`src/logic/rtccal_pkg.sv`:
```
// rtccal_pkg: register map, field layout and counting constants
// assumes 32-bit byte addresses and a one-cycle 32 kHz tick in sys_clk
package rtccal_pkg;
    // register byte addresses
    localparam logic [31:0] ADDR_CONTROL = 32'h40006004;
    localparam logic [31:0] ADDR_STATUS = 32'h40006008;
    localparam logic [31:0] ADDR_WEEKDAY_BUFFER = 32'h40006020;
    localparam logic [31:0] ADDR_DAY_BUFFER = 32'h40006024;
    localparam logic [31:0] ADDR_MONTH_BUFFER = 32'h40006028;
    localparam logic [31:0] ADDR_YEAR_BUFFER = 32'h4000602C;
    localparam logic [31:0] ADDR_PACKED_TIME_SET = 32'h40006030;
    localparam logic [31:0] ADDR_PACKED_CALENDAR_SET = 32'h40006034;
    localparam logic [31:0] ADDR_ERROR_CORRECTION = 32'h40006038;
    localparam logic [31:0] ADDR_SUBCOUNT_COMPARE = 32'h4000603C;
    localparam logic [31:0] ADDR_ALARM_MINUTE = 32'h40006040;
    localparam logic [31:0] ADDR_ALARM_HOUR = 32'h40006044;
    localparam logic [31:0] ADDR_ALARM_WEEKDAY_ENABLE = 32'h40006048;
    localparam logic [31:0] ADDR_SECONDS_COUNT = 32'h4000604C;
    // control register bit positions
    localparam int CTL_COUNTER_ENABLE = 0;
    localparam int CTL_WAIT = 1;
    localparam int CTL_SUB_SOURCE_SEL = 2;
    localparam int CTL_HOUR_FORMAT_SEL = 3;
    // status register bit positions
    localparam int STS_COMPARE_WRITE = 0;
    localparam int STS_OVF_HELD = 1;
    // error correction register bit positions
    localparam int CORR_TIMING_BIT = 7;
    localparam int CORR_SIGN_BIT = 6;
    // packed word field positions
    localparam int PT_HOUR_LSB = 16;
    localparam int PT_MINUTE_LSB = 8;
    localparam int PT_SECOND_LSB = 0;
    localparam int PC_YEAR_LSB = 24;
    localparam int PC_MONTH_LSB = 16;
    localparam int PC_DAY_LSB = 8;
    localparam int PC_WEEKDAY_LSB = 0;
    // values after reset
    localparam logic [3:0] CONTROL_RESET = 4'h0;
    localparam logic [21:0] COMPARE_RESET = 22'h000000;
    localparam logic [7:0] CORR_RESET = 8'h00;
    // sub-counter limits
    localparam logic [21:0] SUB_NOMINAL_LAST = 22'h007FFF;
    localparam logic [21:0] SUB_CORR_BIAS = 22'h000002;
    // seconds at which correction may apply, and the last second 59
    localparam logic [6:0] SEC_00 = 7'h00;
    localparam logic [6:0] SEC_20 = 7'h20;
    localparam logic [6:0] SEC_40 = 7'h40;
    localparam logic [6:0] SEC_LAST = 7'h59;
    // largest BCD digits
    localparam logic [3:0] BCD_NINE = 4'h9;
    localparam logic [2:0] MIN_TENS_MAX = 3'h5;
    localparam logic [1:0] HOUR24_TENS_MAX = 2'h2;
    localparam logic [3:0] HOUR24_UNITS_AT_TWENTY = 4'h3;
    localparam logic [3:0] HOUR12_UNITS_AT_TEN = 4'h2;
endpackage

```
`src/logic/rtccal_regs.sv`:
```
// rtccal_regs: calendar buffers, sub-counter with correction or compare,
// seconds counter and alarm detect of the real-time clock
// assumes tick_32k is a one-cycle pulse per 32 kHz edge, synchronous to
// sys_clk, and that minute, hour and weekday counts come from outside
`timescale 1ns/10ps
//////////////////////////////////////////////////////////////////////////
// Overview of operation
// - packed time word reaches hour, minute, second buffers at once
// - packed calendar word reaches year, month, day, weekday at once
// - correction at seconds 00/20/40, or only 00 when timing bit set
// - sign 0 lengthens by (F-1)*2; sign 1 shortens by (~F+1)*2
// - compare value used when source select is 1; match overflows, clears
// - compare write while running completes at next sub-counter overflow
// - out-of-range alarm minute suppresses alarm detection
// - out-of-range alarm hour for the format suppresses alarm detection
// - seven weekday enable bits, bit n enables weekday value n
// - seconds count 00..59 in BCD, pulse to minutes on 59 to 00
// - weekday, compare, alarm minute reset to zero; reserved bits read 0
// - without compare or correction sub-counter runs 0..7FFFh then overflows
// - hour format select 0 is 12-hour with bit 5 pm, 1 is 24-hour
module rtccal_regs
    import rtccal_pkg::*;
(
    input wire logic sys_clk,
    input wire logic rst_n,
    input wire logic clk_en,
    input wire logic tick_32k,
    input wire logic [31:0] reg_addr,
    input wire logic [31:0] reg_wdata,
    input wire logic reg_wr,
    input wire logic reg_rd,
    output logic [31:0] reg_rdata,
    input wire logic [6:0] minute_counter,
    input wire logic [5:0] hour_counter,
    input wire logic [2:0] weekday_counter,
    output logic minute_carry,
    output logic alarm_event
);

    logic [3:0] control;
    logic [2:0] weekday_buf;
    logic [5:0] day_buf;
    logic [4:0] month_buf;
    logic [7:0] year_buf;
    logic [5:0] hour_buf;
    logic [6:0] minute_buf;
    logic [6:0] second_buf;
    logic [7:0] err_corr_reg;
    logic [21:0] sub_compare;
    logic [21:0] compare_pending;
    logic compare_write_status;
    logic [6:0] alarm_min;
    logic [5:0] alarm_hr;
    logic [6:0] alarm_day_en;
    logic [21:0] sub_counter;
    logic [6:0] second_counter;
    logic ovf_held;
    logic alarm_match_q;

    logic counter_enable;
    logic wait_req;
    logic sub_source_sel;
    logic hour_format_sel;
    logic wr_time;
    logic wr_cal;
    logic wr_compare;
    logic corr_now;
    logic [21:0] corr_amount;
    logic [21:0] sub_last;
    logic sub_ovf;
    logic sec_step;
    logic [6:0] next_second;
    logic min_ok;
    logic hr_ok;
    logic alarm_match;

    assign counter_enable = control[CTL_COUNTER_ENABLE];
    assign wait_req = control[CTL_WAIT];
    assign sub_source_sel = control[CTL_SUB_SOURCE_SEL];
    assign hour_format_sel = control[CTL_HOUR_FORMAT_SEL];
    assign wr_time = reg_wr && (reg_addr == ADDR_PACKED_TIME_SET);
    assign wr_cal = reg_wr && (reg_addr == ADDR_PACKED_CALENDAR_SET);
    assign wr_compare = reg_wr && (reg_addr == ADDR_SUBCOUNT_COMPARE);

    //////////////////////////////////////////////////////////////////////
    // sub-counter limit
    always_comb begin
        corr_now = (second_counter == SEC_00) ||
            (!err_corr_reg[CORR_TIMING_BIT] &&
            ((second_counter == SEC_20) || (second_counter == SEC_40)));
        // magnitude times two, the bias of 2 is taken off below
        corr_amount = {15'h0000, err_corr_reg[5:0], 1'b0};
        if (err_corr_reg[CORR_SIGN_BIT]) begin
            corr_amount = {15'h0000, ~err_corr_reg[5:0], 1'b0};
        end
        if (sub_source_sel) begin
            sub_last = sub_compare;
        end else if (!corr_now) begin
            sub_last = SUB_NOMINAL_LAST;
        end else if (!err_corr_reg[CORR_SIGN_BIT]) begin
            sub_last = SUB_NOMINAL_LAST + corr_amount - SUB_CORR_BIAS;
        end else begin
            sub_last = SUB_NOMINAL_LAST - corr_amount - SUB_CORR_BIAS;
        end
    end

    assign sub_ovf = counter_enable && tick_32k && (sub_counter == sub_last);

    //////////////////////////////////////////////////////////////////////
    // control register
    always_ff @(posedge sys_clk) begin
        if (!rst_n) begin
            control <= CONTROL_RESET;
        end else if (clk_en && reg_wr && (reg_addr == ADDR_CONTROL)) begin
            control <= reg_wdata[3:0];
        end
    end

    //////////////////////////////////////////////////////////////////////
    // calendar buffers, direct and packed
    always_ff @(posedge sys_clk) begin
        if (!rst_n) begin
            weekday_buf <= 3'h0;
            day_buf <= 6'h00;
            month_buf <= 5'h00;
            year_buf <= 8'h00;
        end else if (clk_en) begin
            if (wr_cal) begin
                year_buf <= reg_wdata[PC_YEAR_LSB +: 8];
                month_buf <= reg_wdata[PC_MONTH_LSB +: 5];
                day_buf <= reg_wdata[PC_DAY_LSB +: 6];
                weekday_buf <= reg_wdata[PC_WEEKDAY_LSB +: 3];
            end
            if (reg_wr && (reg_addr == ADDR_WEEKDAY_BUFFER)) begin
                weekday_buf <= reg_wdata[2:0];
            end
            if (reg_wr && (reg_addr == ADDR_DAY_BUFFER)) begin
                day_buf <= reg_wdata[5:0];
            end
            if (reg_wr && (reg_addr == ADDR_MONTH_BUFFER)) begin
                month_buf <= reg_wdata[4:0];
            end
            if (reg_wr && (reg_addr == ADDR_YEAR_BUFFER)) begin
                year_buf <= reg_wdata[7:0];
            end
        end
    end

    always_ff @(posedge sys_clk) begin
        if (!rst_n) begin
            hour_buf <= 6'h00;
            minute_buf <= 7'h00;
            second_buf <= 7'h00;
        end else if (clk_en && wr_time) begin
            hour_buf <= reg_wdata[PT_HOUR_LSB +: 6];
            minute_buf <= reg_wdata[PT_MINUTE_LSB +: 7];
            second_buf <= reg_wdata[PT_SECOND_LSB +: 7];
        end
    end

    //////////////////////////////////////////////////////////////////////
    // correction, compare and alarm settings
    always_ff @(posedge sys_clk) begin
        if (!rst_n) begin
            err_corr_reg <= CORR_RESET;
            alarm_min <= 7'h00;
            alarm_hr <= 6'h00;
            alarm_day_en <= 7'h00;
        end else if (clk_en && reg_wr) begin
            if (reg_addr == ADDR_ERROR_CORRECTION) begin
                err_corr_reg <= reg_wdata[7:0];
            end
            if (reg_addr == ADDR_ALARM_MINUTE) begin
                alarm_min <= reg_wdata[6:0];
            end
            if (reg_addr == ADDR_ALARM_HOUR) begin
                alarm_hr <= reg_wdata[5:0];
            end
            if (reg_addr == ADDR_ALARM_WEEKDAY_ENABLE) begin
                alarm_day_en <= reg_wdata[6:0];
            end
        end
    end

    // running writes wait for the overflow so the period never tears
    always_ff @(posedge sys_clk) begin
        if (!rst_n) begin
            sub_compare <= COMPARE_RESET;
            compare_pending <= COMPARE_RESET;
            compare_write_status <= 1'b0;
        end else if (clk_en) begin
            if (wr_compare && !counter_enable) begin
                sub_compare <= reg_wdata[21:0];
                compare_write_status <= 1'b0;
            end else if (wr_compare) begin
                compare_pending <= reg_wdata[21:0];
                compare_write_status <= 1'b1;
            end else if (compare_write_status &&
                (sub_ovf || !counter_enable)) begin
                sub_compare <= compare_pending;
                compare_write_status <= 1'b0;
            end
        end
    end

    //////////////////////////////////////////////////////////////////////
    // sub-counter and overflow hold under wait
    always_ff @(posedge sys_clk) begin
        if (!rst_n) begin
            sub_counter <= 22'h000000;
        end else if (clk_en) begin
            if (wr_time) begin
                sub_counter <= 22'h000000;
            end else if (sub_ovf) begin
                sub_counter <= 22'h000000;
            end else if (counter_enable && tick_32k) begin
                sub_counter <= sub_counter + 22'h000001;
            end
        end
    end

    assign sec_step = !wait_req && (sub_ovf || ovf_held);

    always_ff @(posedge sys_clk) begin
        if (!rst_n) begin
            ovf_held <= 1'b0;
        end else if (clk_en) begin
            if (wr_time) begin
                ovf_held <= 1'b0;
            end else if (wait_req && sub_ovf) begin
                ovf_held <= 1'b1;
            end else if (!wait_req) begin
                ovf_held <= 1'b0;
            end
        end
    end

    //////////////////////////////////////////////////////////////////////
    // seconds count in BCD
    always_comb begin
        next_second = second_counter;
        if (second_counter == SEC_LAST) begin
            next_second = SEC_00;
        end else if (second_counter[3:0] == BCD_NINE) begin
            next_second = {second_counter[6:4] + 3'h1, 4'h0};
        end else begin
            next_second = {second_counter[6:4], second_counter[3:0] + 4'h1};
        end
    end

    always_ff @(posedge sys_clk) begin
        if (!rst_n) begin
            second_counter <= 7'h00;
            minute_carry <= 1'b0;
        end else if (clk_en) begin
            minute_carry <= 1'b0;
            if (wr_time) begin
                second_counter <= reg_wdata[PT_SECOND_LSB +: 7];
            end else if (sec_step) begin
                second_counter <= next_second;
                minute_carry <= (second_counter == SEC_LAST);
            end
        end
    end

    //////////////////////////////////////////////////////////////////////
    // alarm detect
    always_comb begin
        min_ok = (alarm_min[6:4] <= MIN_TENS_MAX) &&
            (alarm_min[3:0] <= BCD_NINE);
        if (hour_format_sel) begin
            hr_ok = (alarm_hr[3:0] <= BCD_NINE) &&
                ((alarm_hr[5:4] < HOUR24_TENS_MAX) ||
                ((alarm_hr[5:4] == HOUR24_TENS_MAX) &&
                (alarm_hr[3:0] <= HOUR24_UNITS_AT_TWENTY)));
        end else begin
            // bit 5 marks pm, bit 4 the tens of 10..12
            hr_ok = alarm_hr[4] ?
                (alarm_hr[3:0] <= HOUR12_UNITS_AT_TEN) :
                ((alarm_hr[3:0] != 4'h0) && (alarm_hr[3:0] <= BCD_NINE));
        end
        alarm_match = min_ok && hr_ok &&
            (minute_counter == alarm_min) && (hour_counter == alarm_hr) &&
            alarm_day_en[weekday_counter];
    end

    // one pulse when the match begins
    always_ff @(posedge sys_clk) begin
        if (!rst_n) begin
            alarm_match_q <= 1'b0;
            alarm_event <= 1'b0;
        end else if (clk_en) begin
            alarm_match_q <= alarm_match;
            alarm_event <= alarm_match && !alarm_match_q;
        end
    end

    //////////////////////////////////////////////////////////////////////
    // read port, data one cycle after the strobe
    always_ff @(posedge sys_clk) begin
        if (!rst_n) begin
            reg_rdata <= 32'h00000000;
        end else if (clk_en) begin
            reg_rdata <= 32'h00000000;
            if (reg_rd) begin
                case (reg_addr)
                    ADDR_CONTROL: reg_rdata <= {28'h0000000, control};
                    ADDR_STATUS: reg_rdata <= {30'h00000000, ovf_held,
                        compare_write_status};
                    ADDR_WEEKDAY_BUFFER: reg_rdata <= {29'h0, weekday_buf};
                    ADDR_DAY_BUFFER: reg_rdata <= {26'h0, day_buf};
                    ADDR_MONTH_BUFFER: reg_rdata <= {27'h0, month_buf};
                    ADDR_YEAR_BUFFER: reg_rdata <= {24'h0, year_buf};
                    ADDR_PACKED_TIME_SET: reg_rdata <= {8'h00, 2'h0,
                        hour_buf, 1'b0, minute_buf, 1'b0, second_buf};
                    ADDR_PACKED_CALENDAR_SET: reg_rdata <= {year_buf,
                        3'h0, month_buf, 2'h0, day_buf, 5'h00, weekday_buf};
                    ADDR_ERROR_CORRECTION: reg_rdata <= {24'h0, err_corr_reg};
                    ADDR_SUBCOUNT_COMPARE: reg_rdata <= {10'h000, sub_compare};
                    ADDR_ALARM_MINUTE: reg_rdata <= {25'h0, alarm_min};
                    ADDR_ALARM_HOUR: reg_rdata <= {26'h0, alarm_hr};
                    ADDR_ALARM_WEEKDAY_ENABLE: reg_rdata <= {25'h0,
                        alarm_day_en};
                    ADDR_SECONDS_COUNT: reg_rdata <= {25'h0, second_counter};
                    default: reg_rdata <= 32'h00000000;
                endcase
            end
        end
    end

endmodule

```
`config.mk`:
```
export PLATFORM = sky130hd
export DESIGN_NAME = rtccal_regs
export DESIGN_NICKNAME = d
export VERILOG_FILES = /design/src/logic/rtccal_pkg.sv /design/src/logic/rtccal_regs.sv
export SDC_FILE = /design/constraint.sdc
export NUM_CORES = 1
export LEC_CHECK = 0
export BUFFER_PORTS_ARGS = -buffer_cell sky130_fd_sc_hd__buf_2
export CAP_MARGIN = 20
export CORE_MARGIN = 4
export CORE_UTILIZATION = 60
export CTS_BUF_LIST = sky130_fd_sc_hd__clkbuf_4
export CTS_CLUSTER_DIAMETER = 30
export CTS_CLUSTER_SIZE = 16
export DETAILED_ROUTE_END_ITERATION = 16
export PLACE_DENSITY = 0.87
export SETUP_SLACK_MARGIN = 0.5
export SLEW_MARGIN = 20
export SYNTH_ARGS = -nofsm -noshare
export SYNTH_HDL_FRONTEND = slang
export SYNTH_SLANG_ARGS = --single-unit
```
`constraint.sdc`:
```
create_clock -name sys_clk -period 4 [get_ports sys_clk]
set_clock_uncertainty 0.1 [all_clocks]
set_input_delay 0.6 -clock sys_clk [delete_from_list [all_inputs] [get_ports sys_clk]]
set_output_delay 0.6 -clock sys_clk [all_outputs]
set_load 0.02 [all_outputs]
```
==> run metrics <==
outcome=complete, no violations; Cells after Synth=1165; count of synthesis-stage warnings from yosys=0; Yosys top cell by area=sky130_fd_sc_hd__dfxtp_1; instance area after placement=10100 sq um; register area share after synthesis=38.8%; Reg2Reg Setup Slack=0.66 ns; total non-filler cell area in the finished layout=10600 sq um; transition time of the tightest slew-check pin=0.992 ns; layout cells sized above 1=18.7%; Largest Register=reg_rdata; synthesized area=9390 sq um; worst-skew pair later-pin latency=0.61 ns; mean post-synth cell area=8.06 sq um; classification of the worst setup path=reg -> reg; Post-Route Setup TNS=0 ns; Post-CTS Hold Fix Bufs=0; Startpoint Class=register; top cell type's share of synthesized area=38.8%; RSZ-0062 raised after global routing=true; ranking of synthesized cells by instance count=182 x sky130_fd_sc_hd__dfxtp_1, 182 x sky130_fd_sc_hd__nand2_1, 122 x sky130_fd_sc_hd__a21oi_1; first-pass iteration count of the detailed router=8; count of cell types in the netlist=75; Final setup viols=0; Area Overhead vs Synth=12.5%; area of the core region=15300 sq um; Hold Path Class=in -> reg; cell leakage power=0.00371 uW; First DRT Iteration DRCs=1316; I/O pin count=120; count of buffers from port buffering=115; total number of placement rows=45; post-detailed-route count of antenna-violating nets=0; routed via count=9521; endpoint type of the worst setup path=register; shortest period the worst path allows=3.34 ns; antenna violations before repair=1; critical path required time=4.40 ns; via count normalized by instance count=6.47; highest clock frequency the design can meet=299 MHz; P per Cell Area=289 nW/um^2; remaining global-route overflow=0; register bit total from synthesis=182; maximum clock path buffer count=2; maximum resistive drop on vdd=0.275 mV; Max FO, Critical Path=16; proportion of synthesized flip-flops having asynchronous set or reset=0%; final max-slew violation count=0; via count of the first global-routing pass=8934; final core utilization=69.2%; number of enable flip-flop cells after synthesis=0; critical path data arrival time=3.74 ns; overall routed net length=28900 microns; depth of the CTS H-tree=4; Design Power=3050 uW; number of fillers in the final layout=1214; register area=3650 sq um; flip-flop count of the largest register after layout=30; die height=133 microns; multi-input logic area=5400 sq um; clock tree from TritonCTS=done; number of maximum-capacitance constraint violations=0; normalized max-slew margin=33.4%; clock-pin slew on the worst setup and hold paths=0.16 ns; net count of the finished layout=1343; largest net degree at the start of global routing=54; number of hold violations in the final report=0; number of design rule violations left after detail routing=0; Hold Slack=0.129 ns; count of clock tree sinks=182; global-route usage over all layers=31.7%; die outline area=17700 sq um; clock root cell=sky130_fd_sc_hd__clkbuf_4; dpl hpwl=20000 microns; effective utilization at floorplan=61.5%; die extent in x=133 microns; dominant synthesized flop cell=sky130_fd_sc_hd__dfxtp_1; ratio of final minimum period to clock period=83.5%; GP Congestion=0.952; average wire per cell in the routed design=19.6 microns; Synth area leaders=sky130_fd_sc_hd__dfxtp_1 39%, sky130_fd_sc_hd__nand2_1 7.3%, sky130_fd_sc_hd__a21oi_1 6.5%; Num CTS Buffers=17; first-pass GRT wire length=45500 microns
kinds of logic after synthesis:
kind of cell               after synthesis  synth area share, %
and+or+nand+nor                        485                 24.7
AOI/OAI and AO/OA                      294                 21.6
DFF                                    182                 38.8
buffers and inverters                  107                 4.73
muxes                                   50                 5.49
xor gates and xnor gates                37                 3.45
adders and majority gates                9                 1.20
other                                    1               0.0399
path summary, 6_finish.rpt:
| path | from | end | depth (start not counted) |
|---|---|---|---|
| setup / recovery | second_counter[4] | sub_counter[18] | 12 |
| setup reg to reg | second_counter[4] | sub_counter[18] | 12 |
| hold reg to reg | minute_buf[5] | minute_buf[5] | 2 |
| hold / removal | reg_wdata[14] | compare_pending[14] | 3 |
power by group:
part	switching (uW)	leakage [uW]	total [uW]	internal (uW)
clock network	681	0.000154	1080	396
registers	0.000000148	0.00147	1810	1810
logic	111	0.00209	160	49.5
per-stage QoR:
stage	worst slack, ns	cells
after floorplan	0.738	1166
after global placement	0.299	1437
after detailed placement	0.162	1437
after CTS	0.529	1469
after global routing	0.504	1472
final	0.661	1472
cell type report:
class                      count  share of cell area (%)
timing repair buffer         150                    8.29
antenna                        1                  0.0237
clock inverter                13                    1.55
multi-input combinational    877                    51.1
clock buffer                  18                    1.28
inverter                      20                   0.734
sequential                   182                    34.5
tap                          211                    2.50
critical path: stages, from the launching register on:
cell                       delay, ns
sky130_fd_sc_hd__dfxtp_2        0.44
sky130_fd_sc_hd__inv_1          0.10
sky130_fd_sc_hd__ha_1           0.23
sky130_fd_sc_hd__nor2b_2        0.17
sky130_fd_sc_hd__o221ai_2       0.28
sky130_fd_sc_hd__buf_12         0.19
sky130_fd_sc_hd__or4_1          0.14
sky130_fd_sc_hd__nand4_1        0.09
sky130_fd_sc_hd__or4b_4         0.59
sky130_fd_sc_hd__or4_1          0.54
sky130_fd_sc_hd__a31o_2         0.22
sky130_fd_sc_hd__nand3_1        0.07
sky130_fd_sc_hd__o31ai_1        0.07
routing by layer:
metal	track usage, %	share of wire, %	vias up
li1	-	-	4360
met1	41.6	39	4425
met2	49.3	45	595
met3	7.91	12	141
met4	14.9	4.2	0
met5	0	0	-
cell usage in the layout, fill, tap and decap left out, drive strengths merged, types with 6 or more instances in the layout:
master	Yosys	routed
nor3	20	20
nor2b	17	17
nor4	14	14
inv	20	26
o31ai	7	7
nand4	17	17
a21oi	122	122
or3	7	7
a31oi	8	8
ha	9	9
a221oi	9	9
xor2	23	23
a222oi	22	22
xnor2	14	14
a22o	14	14
a211oi	25	25
mux2i	47	47
buf	12	150
a22oi	6	6
nand3	55	55
and2	7	7
and3	13	13
nand2	182	182
o21ai	40	40
clkbuf	75	18
nand2b	8	8
nor2	112	112
dfxtp	182	182
repair_timing:
action / 4_1_cts / 5_1_grt
buffers inserted: 1 / 2
gates resized for setup: 6 / 11
pin swaps: 1 / 4
setup endpoints to repair: 26 / 28
cloned: 0 / 0
Note: power is estimated with default switching activity, not from simulation.
